===== src/hw/ccpu_defs.vh =====
// constants for the capture/compare/pwm unit: offsets, fields, reset values
`ifndef CCPU_DEFS_VH
`define CCPU_DEFS_VH

// register byte offsets on the apb slave
`define CCPU_OFS_CONTROL     12'h000
`define CCPU_OFS_DATA_LOW    12'h004
`define CCPU_OFS_DATA_HIGH   12'h008
`define CCPU_OFS_STATUS      12'h00c

// unit_control fields
`define CCPU_MODE_MSB        3
`define CCPU_MODE_LSB        0
`define CCPU_DUTY_MSB        5
`define CCPU_DUTY_LSB        4
`define CCPU_CONTROL_MASK    8'h3f

// unit_status fields
`define CCPU_STAT_FLAG       0
`define CCPU_STAT_T3         1
`define CCPU_STAT_T4         2

// reset values
`define CCPU_RST_CONTROL     8'h00
`define CCPU_RST_DATA        8'h00

// unit_mode_field encodings
`define CCPU_M_OFF           4'h0
`define CCPU_M_TOGGLE        4'h2
`define CCPU_M_CAP_FALL      4'h4
`define CCPU_M_CAP_RISE      4'h5
`define CCPU_M_CAP_RISE4     4'h6
`define CCPU_M_CAP_RISE16    4'h7
`define CCPU_M_SET_HIGH      4'h8
`define CCPU_M_SET_LOW       4'h9
`define CCPU_M_SOFT_INT      4'ha
`define CCPU_M_SPECIAL       4'hb

// timer_assign_bits encodings
`define CCPU_TA_ALL_FIRST    2'h0
`define CCPU_TA_ONE_ONLY     2'h1
`define CCPU_TA_ONE_TWO      2'h2
`define CCPU_TA_ALL_THIRD    2'h3

// capture prescale terminal counts
`define CCPU_PRE4_LAST       2'h3
`define CCPU_PRE16_LAST      4'hf

`endif


===== src/hw/ccpu_unit.v =====
// one capture/compare/pwm unit with its apb register slave
//
// Behaviour
// - mode 0000 disables the unit; data bytes and flag keep their values
// - modes 0100..0111 capture on fall, rise, 4th rise, 16th rise
// - mode 0010 toggles output on each match and sets the flag
// - mode 1000 drives pin low on entry, high on match, sets flag
// - mode 1001 drives pin high on entry, low on match, sets flag
// - mode 1010 only sets the flag on match, pin untouched
// - units one, two: 1011 sets flag and resets the assigned 16-bit timer
// - units three to five: 1011 acts like 1010
// - modes 11xx are pwm; duty = low data byte and control bits 5:4
// - 16-bit data register as two read/write bytes beside control
// - capture/compare use timer one or three, pwm timer two or four
// - timer choice comes from the two timer assign bits, shared per kind
// - one setting gives timers one and two to unit one only
// - another gives timers one and two to units one and two only
// - capture event copies the full selected 16-bit timer into data
// - each capture sets the flag; only software clears it
// - a new capture overwrites the old value with no overrun mark
// - with pin as output, a port write changing it is a capture event
// - mode changes may set a spurious flag; software masks and clears it
// - prescaler counter cleared when unit is off or not capturing
// - switching capture prescale keeps the counter; first capture may be early
// - unit two special event also starts a conversion if converter enabled
// - writing zero to control forces the output latch low
`include "ccpu_defs.vh"

module ccpu_unit #(
  parameter [2:0] UNIT_NUMBER = 3'd1
) (
  input  wire        i_mclk,
  input  wire        i_sys_rst,
  // apb slave
  input  wire        i_psel,
  input  wire        i_penable,
  input  wire        i_pwrite,
  input  wire [11:0] i_paddr,
  input  wire [31:0] i_pwdata,
  output wire [31:0] o_prdata,
  output wire        o_pready,
  output wire        o_pslverr,
  // timer side
  input  wire [1:0]  i_timer_assign,
  input  wire [15:0] i_first_timer_count,
  input  wire [15:0] i_third_timer_count,
  input  wire        i_adc_enabled,
  // pin side
  input  wire        i_unit_pin,
  input  wire        i_pin_is_output,
  input  wire        i_port_data,
  output wire        o_compare_out,
  output wire        o_unit_event_flag,
  output wire        o_reset_first_timer,
  output wire        o_reset_third_timer,
  output wire        o_start_conversion,
  output wire        o_use_third_timer,
  output wire        o_use_fourth_timer,
  output wire        o_pwm_active,
  output wire [9:0]  o_pwm_duty
);

  // capture prescale state machine, one-hot
  localparam [1:0] ST_IDLE = 2'b01;
  localparam [1:0] ST_CAPT = 2'b10;
  // idle pins the count at zero, so every entry into capture starts clean

  // unit uses the third/fourth timer pair under the given assign bits
  function use_upper_pair;
    input [1:0] assign_bits;
    input [2:0] unit;
    begin
      case (assign_bits)
        `CCPU_TA_ALL_FIRST: use_upper_pair = 1'b0;
        `CCPU_TA_ONE_ONLY:  use_upper_pair = (unit != 3'd1);
        `CCPU_TA_ONE_TWO:   use_upper_pair = (unit > 3'd2);
        `CCPU_TA_ALL_THIRD: use_upper_pair = 1'b1;
        default:            use_upper_pair = 1'b0;
      endcase
    end
  endfunction

  // register decode, used by the read path only; write strobes compare the address directly
  function [1:0] reg_index;
    input [11:0] addr;
    begin
      case (addr)
        `CCPU_OFS_CONTROL:   reg_index = 2'd0;
        `CCPU_OFS_DATA_LOW:  reg_index = 2'd1;
        `CCPU_OFS_DATA_HIGH: reg_index = 2'd2;
        default:             reg_index = 2'd3;
      endcase
    end
  endfunction

  function reg_mapped;
    input [11:0] addr;
    begin
      reg_mapped = (addr == `CCPU_OFS_CONTROL) || (addr == `CCPU_OFS_DATA_LOW) ||
                   (addr == `CCPU_OFS_DATA_HIGH) || (addr == `CCPU_OFS_STATUS);
    end
  endfunction

  // software registers, pin history and the output flops
  reg  [7:0]  control_q;
  reg  [7:0]  data_low_q;
  reg  [7:0]  data_high_q;
  reg         flag_q;
  reg  [31:0] prdata_q;
  reg         pready_q;
  reg         pslverr_q;
  reg         pin_meta_q;
  reg         pin_sync_q;
  reg         level_prev_q;
  reg  [3:0]  presc_q;
  reg  [1:0]  state_q;
  reg         out_q;
  reg         match_prev_q;
  reg         rst_first_q;
  reg         rst_third_q;
  reg         start_conv_q;
  reg         use_t3_q;
  reg         use_t4_q;
  reg         pwm_q;
  reg  [9:0]  duty_q;

  // decoded mode, bus strobes and event nets
  wire [3:0]  mode;
  wire        wr_access;
  wire        wr_control;
  wire        wr_data_low;
  wire        wr_data_high;
  wire        wr_status;
  wire        is_capture;
  wire        is_compare;
  wire        upper_pair;
  wire [15:0] sel_timer;
  wire [15:0] data_word;
  wire        level_now;
  wire        rise;
  wire        fall;
  wire        cap_event;
  wire        match_now;
  wire        match_edge;
  wire        special_ok;
  wire        cmp_flag;

  assign mode       = control_q[`CCPU_MODE_MSB:`CCPU_MODE_LSB];
  assign data_word  = {data_high_q, data_low_q};
  assign upper_pair = use_upper_pair(i_timer_assign, UNIT_NUMBER);
  // capture/compare reads a 16-bit timer only, pwm never does
  assign sel_timer  = upper_pair ? i_third_timer_count
                                 : i_first_timer_count;
  assign is_capture = (mode[3:2] == 2'b01);
  assign is_compare = (mode == `CCPU_M_TOGGLE) || (mode[3:2] == 2'b10);

  // apb write strobes, taken in the access phase only
  assign wr_access    = i_psel & i_penable & i_pwrite;
  assign wr_control   = wr_access & (i_paddr == `CCPU_OFS_CONTROL);
  assign wr_data_low  = wr_access & (i_paddr == `CCPU_OFS_DATA_LOW);
  assign wr_data_high = wr_access & (i_paddr == `CCPU_OFS_DATA_HIGH);
  assign wr_status    = wr_access & (i_paddr == `CCPU_OFS_STATUS);

  // pin synchroniser; the first stage feeds only the second
  // two stages, since the pin may change at any point of the clock period
  always @(posedge i_mclk or posedge i_sys_rst) begin
    if (i_sys_rst) begin
      pin_meta_q <= 1'b0;
      pin_sync_q <= 1'b0;
    end else begin
      pin_meta_q <= i_unit_pin;
      pin_sync_q <= pin_meta_q;
    end
  end

  // an output pin is read back from the port latch, so port writes become edges
  // the port latch is already on this clock, so it skips the synchroniser
  assign level_now = i_pin_is_output ? i_port_data : pin_sync_q;
  assign rise      = level_now & ~level_prev_q;
  assign fall      = ~level_now & level_prev_q;

  // event selection by mode and prescale count
  assign cap_event = (state_q == ST_CAPT) &&
                     (((mode == `CCPU_M_CAP_FALL) && fall) ||
                      ((mode == `CCPU_M_CAP_RISE) && rise) ||
                      ((mode == `CCPU_M_CAP_RISE4) && rise &&
                       (presc_q[1:0] == `CCPU_PRE4_LAST)) ||
                      ((mode == `CCPU_M_CAP_RISE16) && rise &&
                       (presc_q == `CCPU_PRE16_LAST)));

  // match fires once as the timer reaches the data word
  // edge only: a timer parked on the data word must not keep setting the flag
  assign match_now  = is_compare && (sel_timer == data_word);
  assign match_edge = match_now & ~match_prev_q;
  assign special_ok = (UNIT_NUMBER == 3'd1) || (UNIT_NUMBER == 3'd2);
  // every compare mode sets the flag on a match
  assign cmp_flag   = match_edge;

  // edge history and match history
  always @(posedge i_mclk or posedge i_sys_rst) begin
    if (i_sys_rst) begin
      level_prev_q <= 1'b0;
      match_prev_q <= 1'b0;
    end else begin
      level_prev_q <= level_now;
      match_prev_q <= match_now;
    end
  end

  // prescale state: leaving capture modes clears the count
  always @(posedge i_mclk or posedge i_sys_rst) begin
    if (i_sys_rst) begin
      state_q <= ST_IDLE;
      presc_q <= 4'h0;
    end else begin
      case (state_q)
        ST_IDLE: begin
          presc_q <= 4'h0;
          if (is_capture) begin
            state_q <= ST_CAPT;
          end
        end
        ST_CAPT: begin
          if (!is_capture) begin
            state_q <= ST_IDLE;
            presc_q <= 4'h0;
          end else if (rise) begin
            // kept across prescale changes, so the next capture may come early
            presc_q <= presc_q + 4'h1;
          end
        end
        default: begin
          state_q <= ST_IDLE;
          presc_q <= 4'h0;
        end
      endcase
    end
  end

  // control register; bits 7:6 read zero
  // writing mode 0000 also clears the prescaler and the output latch elsewhere
  always @(posedge i_mclk or posedge i_sys_rst) begin
    if (i_sys_rst) begin
      control_q <= `CCPU_RST_CONTROL;
    end else if (wr_control) begin
      control_q <= i_pwdata[7:0] & `CCPU_CONTROL_MASK;
    end
  end

  // data register: capture wins over a same-cycle software write
  // limitation: a capture between two byte reads mixes old and new halves
  always @(posedge i_mclk or posedge i_sys_rst) begin
    if (i_sys_rst) begin
      data_low_q  <= `CCPU_RST_DATA;
      data_high_q <= `CCPU_RST_DATA;
    end else if (cap_event) begin
      // no overrun mark: an unread capture is simply replaced
      data_low_q  <= sel_timer[7:0];
      data_high_q <= sel_timer[15:8];
    end else begin
      if (wr_data_low) begin
        data_low_q <= i_pwdata[7:0];
      end
      if (wr_data_high) begin
        data_high_q <= i_pwdata[7:0];
      end
    end
  end

  // event flag: hardware only sets, write one clears, set wins
  // a mode change may leave a stale flag; clearing it is left to software
  always @(posedge i_mclk or posedge i_sys_rst) begin
    if (i_sys_rst) begin
      flag_q <= 1'b0;
    end else if (cap_event || cmp_flag) begin
      flag_q <= 1'b1;
    end else if (wr_status && i_pwdata[`CCPU_STAT_FLAG]) begin
      flag_q <= 1'b0;
    end
  end

  // compare output latch: entry values on control write, actions on match
  // entry level follows the newly written mode, so 1000/1001 start at once
  always @(posedge i_mclk or posedge i_sys_rst) begin
    if (i_sys_rst) begin
      out_q <= 1'b0;
    end else if (wr_control) begin
      case (i_pwdata[`CCPU_MODE_MSB:`CCPU_MODE_LSB])
        `CCPU_M_OFF:      out_q <= 1'b0;
        `CCPU_M_SET_HIGH: out_q <= 1'b0;
        `CCPU_M_SET_LOW:  out_q <= 1'b1;
        default:          out_q <= out_q;
      endcase
    end else if (match_edge) begin
      case (mode)
        `CCPU_M_TOGGLE:   out_q <= ~out_q;
        `CCPU_M_SET_HIGH: out_q <= 1'b1;
        `CCPU_M_SET_LOW:  out_q <= 1'b0;
        default:          out_q <= out_q;
      endcase
    end
  end

  // special event pulses; units three to five never raise them
  // registered, so each pulse lasts exactly one cycle
  always @(posedge i_mclk or posedge i_sys_rst) begin
    if (i_sys_rst) begin
      rst_first_q  <= 1'b0;
      rst_third_q  <= 1'b0;
      start_conv_q <= 1'b0;
    end else begin
      rst_first_q  <= special_ok && (mode == `CCPU_M_SPECIAL) && match_edge &&
                      !upper_pair;
      rst_third_q  <= special_ok && (mode == `CCPU_M_SPECIAL) && match_edge &&
                      upper_pair;
      start_conv_q <= (UNIT_NUMBER == 3'd2) && (mode == `CCPU_M_SPECIAL) &&
                      match_edge && i_adc_enabled;
    end
  end

  // timer routing and pwm duty, registered for the outputs
  always @(posedge i_mclk or posedge i_sys_rst) begin
    if (i_sys_rst) begin
      use_t3_q <= 1'b0;
      use_t4_q <= 1'b0;
      pwm_q    <= 1'b0;
      duty_q   <= 10'h000;
    end else begin
      use_t3_q <= upper_pair && (is_capture || is_compare);
      use_t4_q <= upper_pair && (mode[3:2] == 2'b11);
      pwm_q    <= (mode[3:2] == 2'b11);
      duty_q   <= {data_low_q, control_q[`CCPU_DUTY_MSB:`CCPU_DUTY_LSB]};
    end
  end

  // apb answer: read data latched in the setup cycle, zero wait states
  // pready drops only in reset; a read returns the value seen at setup
  always @(posedge i_mclk or posedge i_sys_rst) begin
    if (i_sys_rst) begin
      prdata_q  <= 32'h0000_0000;
      pready_q  <= 1'b0;
      pslverr_q <= 1'b0;
    end else begin
      pready_q <= 1'b1;
      if (i_psel && !i_penable) begin
        pslverr_q <= !reg_mapped(i_paddr);
        case (reg_index(i_paddr))
          2'd0:    prdata_q <= {24'h000000, control_q};
          2'd1:    prdata_q <= {24'h000000, data_low_q};
          2'd2:    prdata_q <= {24'h000000, data_high_q};
          default: prdata_q <= (i_paddr == `CCPU_OFS_STATUS) ?
                               {29'h00000000, use_t4_q, use_t3_q, flag_q} :
                               32'h0000_0000;
        endcase
      end
    end
  end

  // every output comes straight from a flip-flop
  assign o_prdata            = prdata_q;
  assign o_pready            = pready_q;
  assign o_pslverr           = pslverr_q;
  assign o_compare_out       = out_q;
  assign o_unit_event_flag   = flag_q;
  assign o_reset_first_timer = rst_first_q;
  assign o_reset_third_timer = rst_third_q;
  assign o_start_conversion  = start_conv_q;
  assign o_use_third_timer   = use_t3_q;
  assign o_use_fourth_timer  = use_t4_q;
  assign o_pwm_active        = pwm_q;
  assign o_pwm_duty          = duty_q;

endmodule


===== config.mk =====
export PLATFORM = sky130hd
export DESIGN_NAME = ccpu_unit
export DESIGN_NICKNAME = d
export VERILOG_FILES = /design/src/hw/ccpu_unit.v
export VERILOG_INCLUDE_DIRS = /design/src /design/src/hw
export SDC_FILE = /design/constraint.sdc
export NUM_CORES = 1
export LEC_CHECK = 0
export BUFFER_PORTS_ARGS = -buffer_cell sky130_fd_sc_hd__buf_4
export CORE_MARGIN = 10
export CORE_UTILIZATION = 50
export CTS_CLUSTER_SIZE = 8
export DETAILED_ROUTE_END_ITERATION = 8
export PLACE_DENSITY = 0.82
export SLEW_MARGIN = 40
export SYNTH_ARGS = -nofsm -noshare
export SYNTH_HDL_FRONTEND = slang
export SYNTH_SLANG_ARGS = --single-unit

===== constraint.sdc =====
create_clock -name i_mclk -period 3.2 [get_ports i_mclk]
set_clock_uncertainty 0.05 [all_clocks]
set_input_delay 0.16 -clock i_mclk [delete_from_list [all_inputs] [get_ports i_mclk]]
set_output_delay 0.16 -clock i_mclk [all_outputs]
set_load 0.01 [all_outputs]

==> impl_metrics.csv, run 1 <==
group,metric,value,unit
floorplanning,core-area,6756,um2
route,drt-pass1-iter-count,4,
cells_and_area,seq_area,1478,um2
global_routing,grt_pass1_vias,3068,
setup_path,reg2reg_depth,6,
setup_path,regToRegEndpoint,"data_low_q[7]$_DFFE_PP0P_",
route,route.detailed.drc,0,
setup_path,worst-path-max-fanout,23,
yosys,syn_area,3451,um2
setup_path,crit_slowest_cell,"or4b_4",
placed_design,place_worst_setup_slack,0.9119,ns
route,vias_per_cell,5.725,
timing,fin_hold_ws,0.02281,ns
setup_path,start_kind,"flop",
cells_and_area,fin_nets,527,
yosys,ys_async_sr_fraction,100.0,%
floorplanning,die_h,103.1,um
route,drtAntennaViolNets,0,
clock_network,cts_made_buffers,9,
clock_network,cts_root_buffer,"clkbuf_8",
placed_design,hpwlAfterDp,7463,um
clock_network,post_cts_resized,0,
yosys,synth-edff-count,0,
setup_path,critical_path_class,"reg -> reg",
timing,tns,0,ns
power_and_ir_drop,leakagePower,2.126,nW
hold_path,hp-start,"i_pwdata[4]",
setup_path,crit_path_max_incr_delay,0.53,ns
yosys,ys.warnings.count,0,
power_and_ir_drop,powerDensity,357.0,nW/um2
global_routing,grtUsageTotal,18.43,%
cells_and_area,syn_to_final_growth,23.53,%
floorplanning,initial_core_util,51.07,%
route,wirelength,9920,um
timing,hold_violations,0,
yosys,synth.avg_cell_area,9.973,um2
setup_path,arrival,2.32,ns
setup_path,end_kind,"flop",
yosys,synth-seq-area-share,42.82,%
global_routing,antenna_found_initial,0,
clock_network,clk_latency,0.35,ns
placed_design,dpl_cell_area,4070,um2
cells_and_area,multi_input_area,1757,um2
setup_path,r2r_setup_slack,1.10,ns
yosys,postSynthCellCount,346,
hold_path,min_delay_path_depth,2,
hold_path,hold_end,"control_q[4]$_DFFE_PP0P_",
cells_and_area,diodes,0,
setup_path,crit_required,3.41,ns
cells_and_area,drive_above_1_share,28.83,%
clock_network,cts.sinks,59,
timing,fmax,475.4,MHz
route,first_iter_violations,264,
timing,setup_violations,0,
setup_path,path_cells,"mux2_2 > or4b_4 > a21oi_4 > buf_8 > a211oi_1 > a31oi_1",
yosys,synth_cell_types,55,
job,drv_cap,0,
power_and_ir_drop,ir_drop,191.7,uV
hold_path,hold_class,"in -> reg",
placed_design,port_buffers,88,
cells_and_area,fillers,563,
floorplanning,num_rows,30,
route,wl_per_cell,18.93,um
timing,drv_slew,0,
timing,worstMarginPinSlew,0.7974,ns
timing,setup_ws,1.096,ns
clock_network,clkTransAtPathRegs,0.07,ns
placed_design,place.gp.congestion,0.9252,
clock_network,cts_buffer_depth,2,
yosys,synth.ff_latch_count,59,
timing,min_period_over_period,65.74,%
setup_path,cp-startpoint,"pin_sync_q$_DFF_PP0_",
timing,rsz0062_at_grt,"false",
clock_network,htree_levels,3,
route,vias,3000,
cells_and_area,final_cell_area,4263,um2
global_routing,grt_max_degree,39,
setup_path,r2r-start,"pin_sync_q$_DFF_PP0_",
global_routing,grt-ovfl-total,0,
floorplanning,die_area,10620,um2
yosys,ys.flop_type,"dfrtp_1",
global_routing,grt_pass1_wl,15080,um
floorplanning,ioPinCount,139,
timing,relSlewSlack,46.84,%
timing,finalCriticalPeriod,2.104,ns
run_status,status,"finished clean",
clock_network,cts_tree,"yes",
floorplanning,die_w,103.1,um
-- where the power goes --
group | internal [mW] | leakage [nW] | switching, mW
registers | 0.749 | 0.786 | 0.00168
clock network | 0.279 | 0.0774 | 0.297
logic | 0.0865 | 1.26 | 0.108
-- layout make-up --
type / count / share of cell area, %
Multi-Input combinational cell: 262 / 41.21
Sequential cell: 59 / 34.66
Timing Repair Buffer: 95 / 17.02
Clock buffer: 13 / 3.258
Tap cell: 80 / 2.348
Inverter: 12 / 1.086
Clock inverter: 3 / 0.4109
-- state kept, by name, summed over array words and instances (netlist names), 2 cells and up --
name,flops
o_pwm_duty,10
o_prdata,8
state_q,2
presc_q,4
data_high_q,8
control_q,6
data_low_q,8
-- per-stage QoR --
stage	util [%]	instances	total power [mW]
global placement	60.24	505	0.9510
finish	63.09	524	1.522
detailed placement	60.24	505	0.9544
floorplan	-	370	0.8836
CTS	62.85	523	1.524
global route	63.09	524	1.577
-- cells in the mapped netlist (all sizes together), types with 2 or more instances --
cell     count  share of area [%]
dfrtp       58                 42
buf         34                7.3
nand2       32                3.6
nor2b       25                4.5
nor2        18                2.0
a211oi      17                3.7
a21oi       14                2.4
inv         12                1.3
a31oi       11                2.0
a22o        10                2.5
mux2i       10                2.9
xor2        10                2.5
xnor2        9                2.3
o21ai        8                1.2
mux2         7                2.3
nor4         7                1.9
and2         6                1.1
and3         6                1.1
nand3        5               0.73
clkbuf       3               0.33
mux4         3                2.0
nand4        3               0.54
o2111ai      3               0.76
a2111oi      2               0.87
a22oi        2               0.43
and4b        2               0.58
conb         2               0.22
nand2b       2               0.36
nor4b        2               0.51
o211a        2               0.58
o211ai       2               0.43
o22ai        2               0.36
-- cell usage in the layout (no fill, tap or decap), drive strengths merged, types with 5 or more instances in the layout --
master,count
nand3,5
conb,26
nand2,32
nor4,7
inv,11
buf,93
nor2b,25
a22o,10
a211oi,17
clkbuf,13
mux2i,10
xnor2,9
o21ai,8
a31oi,11
nor2,18
and2,6
mux2,7
and3,6
a21oi,14
xor2,10
dfrtp,58
-- critical path: cells and delay by family (launching register included) --
family          cells  cell delay, ns
mux                 1            0.28
buf+inv             1            0.23
flops               1            0.36
simple gates        1            0.53
compound gates      3            0.56
-- worst max path at each step --
stage                                          to  slack, ns  cells after the start
CTS                    data_high_q[4]$_DFFE_PP0P_       0.87                      5
finish                  data_low_q[7]$_DFFE_PP0P_       1.10                      6
global placement       data_high_q[4]$_DFFE_PP0P_       0.95                      5
detailed placement     data_high_q[4]$_DFFE_PP0P_       0.91                      7
global route        o_reset_third_timer$_DFF_PP0_       0.84                      6
floorplan              data_high_q[2]$_DFFE_PP0P_       1.42                      6
-- cell families (layout without fill, tap and decap cells) --
kind of cell / Yosys count / count (layout) / share of synthesized area [%]
muxes: 20 / 20 / 7.143
adders and majority gates: 1 / 1 / 0.3625
DFF: 59 / 59 / 42.82
xor gates and xnor gates: 19 / 19 / 4.822
AOI/OAI and AO/OA: 80 / 80 / 17.08
other: 2 / 26 / 0.2176
buffers and inverters: 49 / 123 / 8.883
and+or+nand+nor: 116 / 116 / 18.67
-- metal layers --
| layer | vias to the layer above | share of wire (%) | track usage (%) |
|---|---|---|---|
| met5 | - | 0 | 0 |
| met2 | 139 | 48 | 30.47 |
| met1 | 1460 | 39 | 20.50 |
| li1 | 1379 | - | - |
| met4 | 0 | 2.7 | 8.342 |
| met3 | 22 | 10 | 7.239 |
-- repair_timing --
action	CTS	global route
buffers inserted	0	0
hold buffers	2	0
hold endpoints to repair	37	0
No activity file was read; power rests on OpenSTA's default activity.
==> run 2: changes to the inputs <==
--- a/config.mk
+++ b/config.mk
@@ -8,10 +8,10 @@
 export LEC_CHECK = 0
 export BUFFER_PORTS_ARGS = -buffer_cell sky130_fd_sc_hd__buf_4
 export CORE_MARGIN = 10
-export CORE_UTILIZATION = 50
+export CORE_UTILIZATION = 44
 export CTS_CLUSTER_SIZE = 8
 export DETAILED_ROUTE_END_ITERATION = 8
-export PLACE_DENSITY = 0.82
+export PLACE_DENSITY = 0.77
 export SLEW_MARGIN = 40
 export SYNTH_ARGS = -nofsm -noshare
 export SYNTH_HDL_FRONTEND = slang
==> constraint.sdc (replaced) <==
create_clock -name i_mclk -period 1.8 [get_ports i_mclk]
set_clock_uncertainty 0.05 [all_clocks]
set_input_delay 0.09 -clock i_mclk [delete_from_list [all_inputs] [get_ports i_mclk]]
set_output_delay 0.09 -clock i_mclk [all_outputs]
set_load 0.01 [all_outputs]
==> run 2 against run 1 <==
Net effect: the flow now finishes with violations (negative setup slack); clock power increased by 130%; maximum frequency rose by 10%; worst hold slack got worse by 0.013 ns; sequential share of layout area is 5.5 points lower; worst setup slack got worse by 1.2 ns; non-clock buffer count up 69; sequential cell count did not move; register-to-register slack worse by 1.2 ns; via count grew 8.6%; cell area increased by 19%.
==> impl_metrics.csv, run 2 (same netlist as run 1, synthesis figures left out) <==
group,metric,value,unit
clock_network,clk_latency,0.35,ns
clock_network,cts_tree,"yes",
placed_design,hpwlAfterDp,8167,um
power_and_ir_drop,powerDensity,613.9,nW/um2
setup_path,r2r-start,"data_high_q[2]$_DFFE_PP0P_",
timing,hold_violations,0,
route,route.detailed.drc,0,
run_status,violations,"negative setup slack",
setup_path,crit_path_max_incr_delay,0.38,ns
setup_path,crit_slowest_cell,"dfrtp_1",
timing,fmax,524.7,MHz
setup_path,crit_required,2.02,ns
floorplanning,die_w,108.6,um
clock_network,cts_buffer_depth,2,
setup_path,regToRegEndpoint,"o_compare_out$_DFFE_PP0P_",
timing,finalCriticalPeriod,1.906,ns
global_routing,grtUsageTotal,18.43,%
placed_design,place_worst_setup_slack,-0.1519,ns
global_routing,grt-ovfl-total,0,
setup_path,reg2reg_depth,7,
global_routing,grt_max_degree,34,
power_and_ir_drop,ir_drop,315.9,uV
setup_path,start_kind,"flop",
placed_design,port_buffers,88,
timing,rsz0062_at_grt,"true",
timing,min_period_over_period,105.9,%
power_and_ir_drop,p_comb_share,14.1,%
setup_path,end_kind,"flop",
hold_path,hold_end,"data_low_q[6]$_DFFE_PP0P_",
cells_and_area,final_cell_mix,"buf_4, dfrtp_1, nand2_1",
timing,tns,-1.579,ns
setup_path,critical_path_class,"reg -> reg",
hold_path,hp-start,"i_third_timer_count[6]",
cells_and_area,largest_reg_flops,10,
job,drv_cap,0,
cells_and_area,diodes,0,
setup_path,worst-path-max-fanout,4,
route,vias,3257,
run_status,status,"complete, but fails checks",
setup_path,worst-path-buf-inv,2,
timing,setup_ws,-0.1059,ns
floorplanning,die_h,108.6,um
cells_and_area,layout_commonest_cell,"buf_4",
floorplanning,core-area,7687,um2
clock_network,cts_made_buffers,9,
route,vias_per_cell,5.296,
clock_network,clkTransAtPathRegs,0.07,ns
power_and_ir_drop,p_int,2.331,mW
route,drt-pass1-iter-count,5,
cells_and_area,fin_nets,596,
route,wirelength,11200,um
floorplanning,initial_core_util,44.89,%
cells_and_area,drive_above_1_share,37.23,%
timing,setup_violations,19,
timing,drv_slew,0,
setup_path,path_cells,"inv_1 > buf_4 > o211a_1 > nor2_1 > nor4_2 > and4b_1 > mux2i_1",
global_routing,grt_pass1_vias,3414,
power_and_ir_drop,pwr-share-seq,42.9,%
route,first_iter_violations,287,
setup_path,cp_top_family,"simple AND/OR/NAND/NOR gates",
power_and_ir_drop,switching_share,25.08,%
floorplanning,die_area,11790,um2
global_routing,antenna_found_initial,0,
placed_design,place.gp.congestion,0.9031,
power_and_ir_drop,p_switching,0.7804,mW
power_and_ir_drop,clock_power_share,43.0,%
floorplanning,ioPinCount,139,
route,drtAntennaViolNets,0,
clock_network,htree_levels,3,
hold_path,min_delay_path_depth,3,
floorplanning,num_rows,32,
setup_path,r2r_setup_slack,-0.11,ns
hold_path,hold_class,"in -> reg",
clock_network,cts_root_buffer,"clkbuf_8",
global_routing,grt_pass1_wl,17280,um
setup_path,arrival,2.12,ns
cells_and_area,syn_to_final_growth,46.85,%
clock_network,cts.sinks,59,
route,wl_per_cell,18.20,um
power_and_ir_drop,leakagePower,2.516,nW
[run 2: cell types whose count changed in the layout (fill, tap and decap cells not counted), sizes merged]
cell	delta
buf	+43
dlygate4sd3	+25
bufinv	+2
clkbuf	-2
inv	+1
[run 2: cell type report]
class / instances / area (um2)
clock buffer: 10 / 127.6
clock inverter: 6 / 90.09
fill: 620 / 2620
inverter: 12 / 45.04
multi-input combinational: 262 / 1856
sequential: 59 / 1478
tap: 102 / 127.6
timing repair buffer: 164 / 1344
[run 2: power groups by stage]
stage          Combinational (mW)  Sequential [mW]  Clock (mW)
2_1_floorplan               0.211             1.36           0
3_3_place_gp                0.364             1.36           0
6_report                    0.439             1.33        1.34
3_5_place_dp                0.369             1.36           0
5_1_grt                     0.476             1.33        1.42
4_1_cts                     0.422             1.33        1.36
[run 2: worst max path at each step]
stage / slack (ns) / cells after the start / end / from
2_1_floorplan: 0.02 / 6 / data_high_q[2]$_DFFE_PP0P_ / pin_sync_q$_DFF_PP0_
3_3_place_gp: -0.09 / 6 / data_low_q[6]$_DFFE_PP0P_ / pin_sync_q$_DFF_PP0_
4_1_cts: -0.13 / 6 / data_low_q[6]$_DFFE_PP0P_ / pin_sync_q$_DFF_PP0_
5_1_grt: -0.26 / 6 / o_reset_first_timer$_DFF_PP0_ / data_high_q[3]$_DFFE_PP0P_
3_5_place_dp: -0.15 / 7 / o_compare_out$_DFFE_PP0P_ / i_timer_assign[0]
6_report: -0.11 / 7 / o_compare_out$_DFFE_PP0P_ / data_high_q[2]$_DFFE_PP0P_
[run 2: per-layer routing]
| layer | wire (um) | track usage (%) |
|---|---|---|
| met1 | 4373 | 21.65 |
| met2 | 5610 | 31.29 |
| met3 | 965 | 5.116 |
| met4 | 246 | 7.062 |
| met5 | 0 | 0 |
[run 2: per-stage QoR]
step | total power, mW | area (um2) | hold slack (ns) | std cells | utilization (%)
2_1_floorplan | 1.571 | 3541 | 0.07143 | 370 | -
5_1_grt | 3.228 | 5067 | 0.009276 | 615 | 65.92
6_report | 3.111 | 5067 | 0.01009 | 615 | 65.92
3_5_place_dp | 1.728 | 4410 | 0.1335 | 567 | 57.37
3_3_place_gp | 1.723 | 4410 | 0.1293 | 567 | 57.37
4_1_cts | 3.112 | 4923 | 0.003120 | 611 | 64.05
[run 2: timing repair]
item,CTS,global route
setup endpoints to repair,20,21
resized for setup,5,19
endpoints found under the hold margin,75,0
hold buffers,27,0
gates cloned,0,2
setup buffers,1,2
pin swaps,6,6
[run 2: tightest hold or removal path, cell delays in order]
cell and delay [ns]:
buf_4 0.13, nand2_1 0.05, a31oi_1 0.09
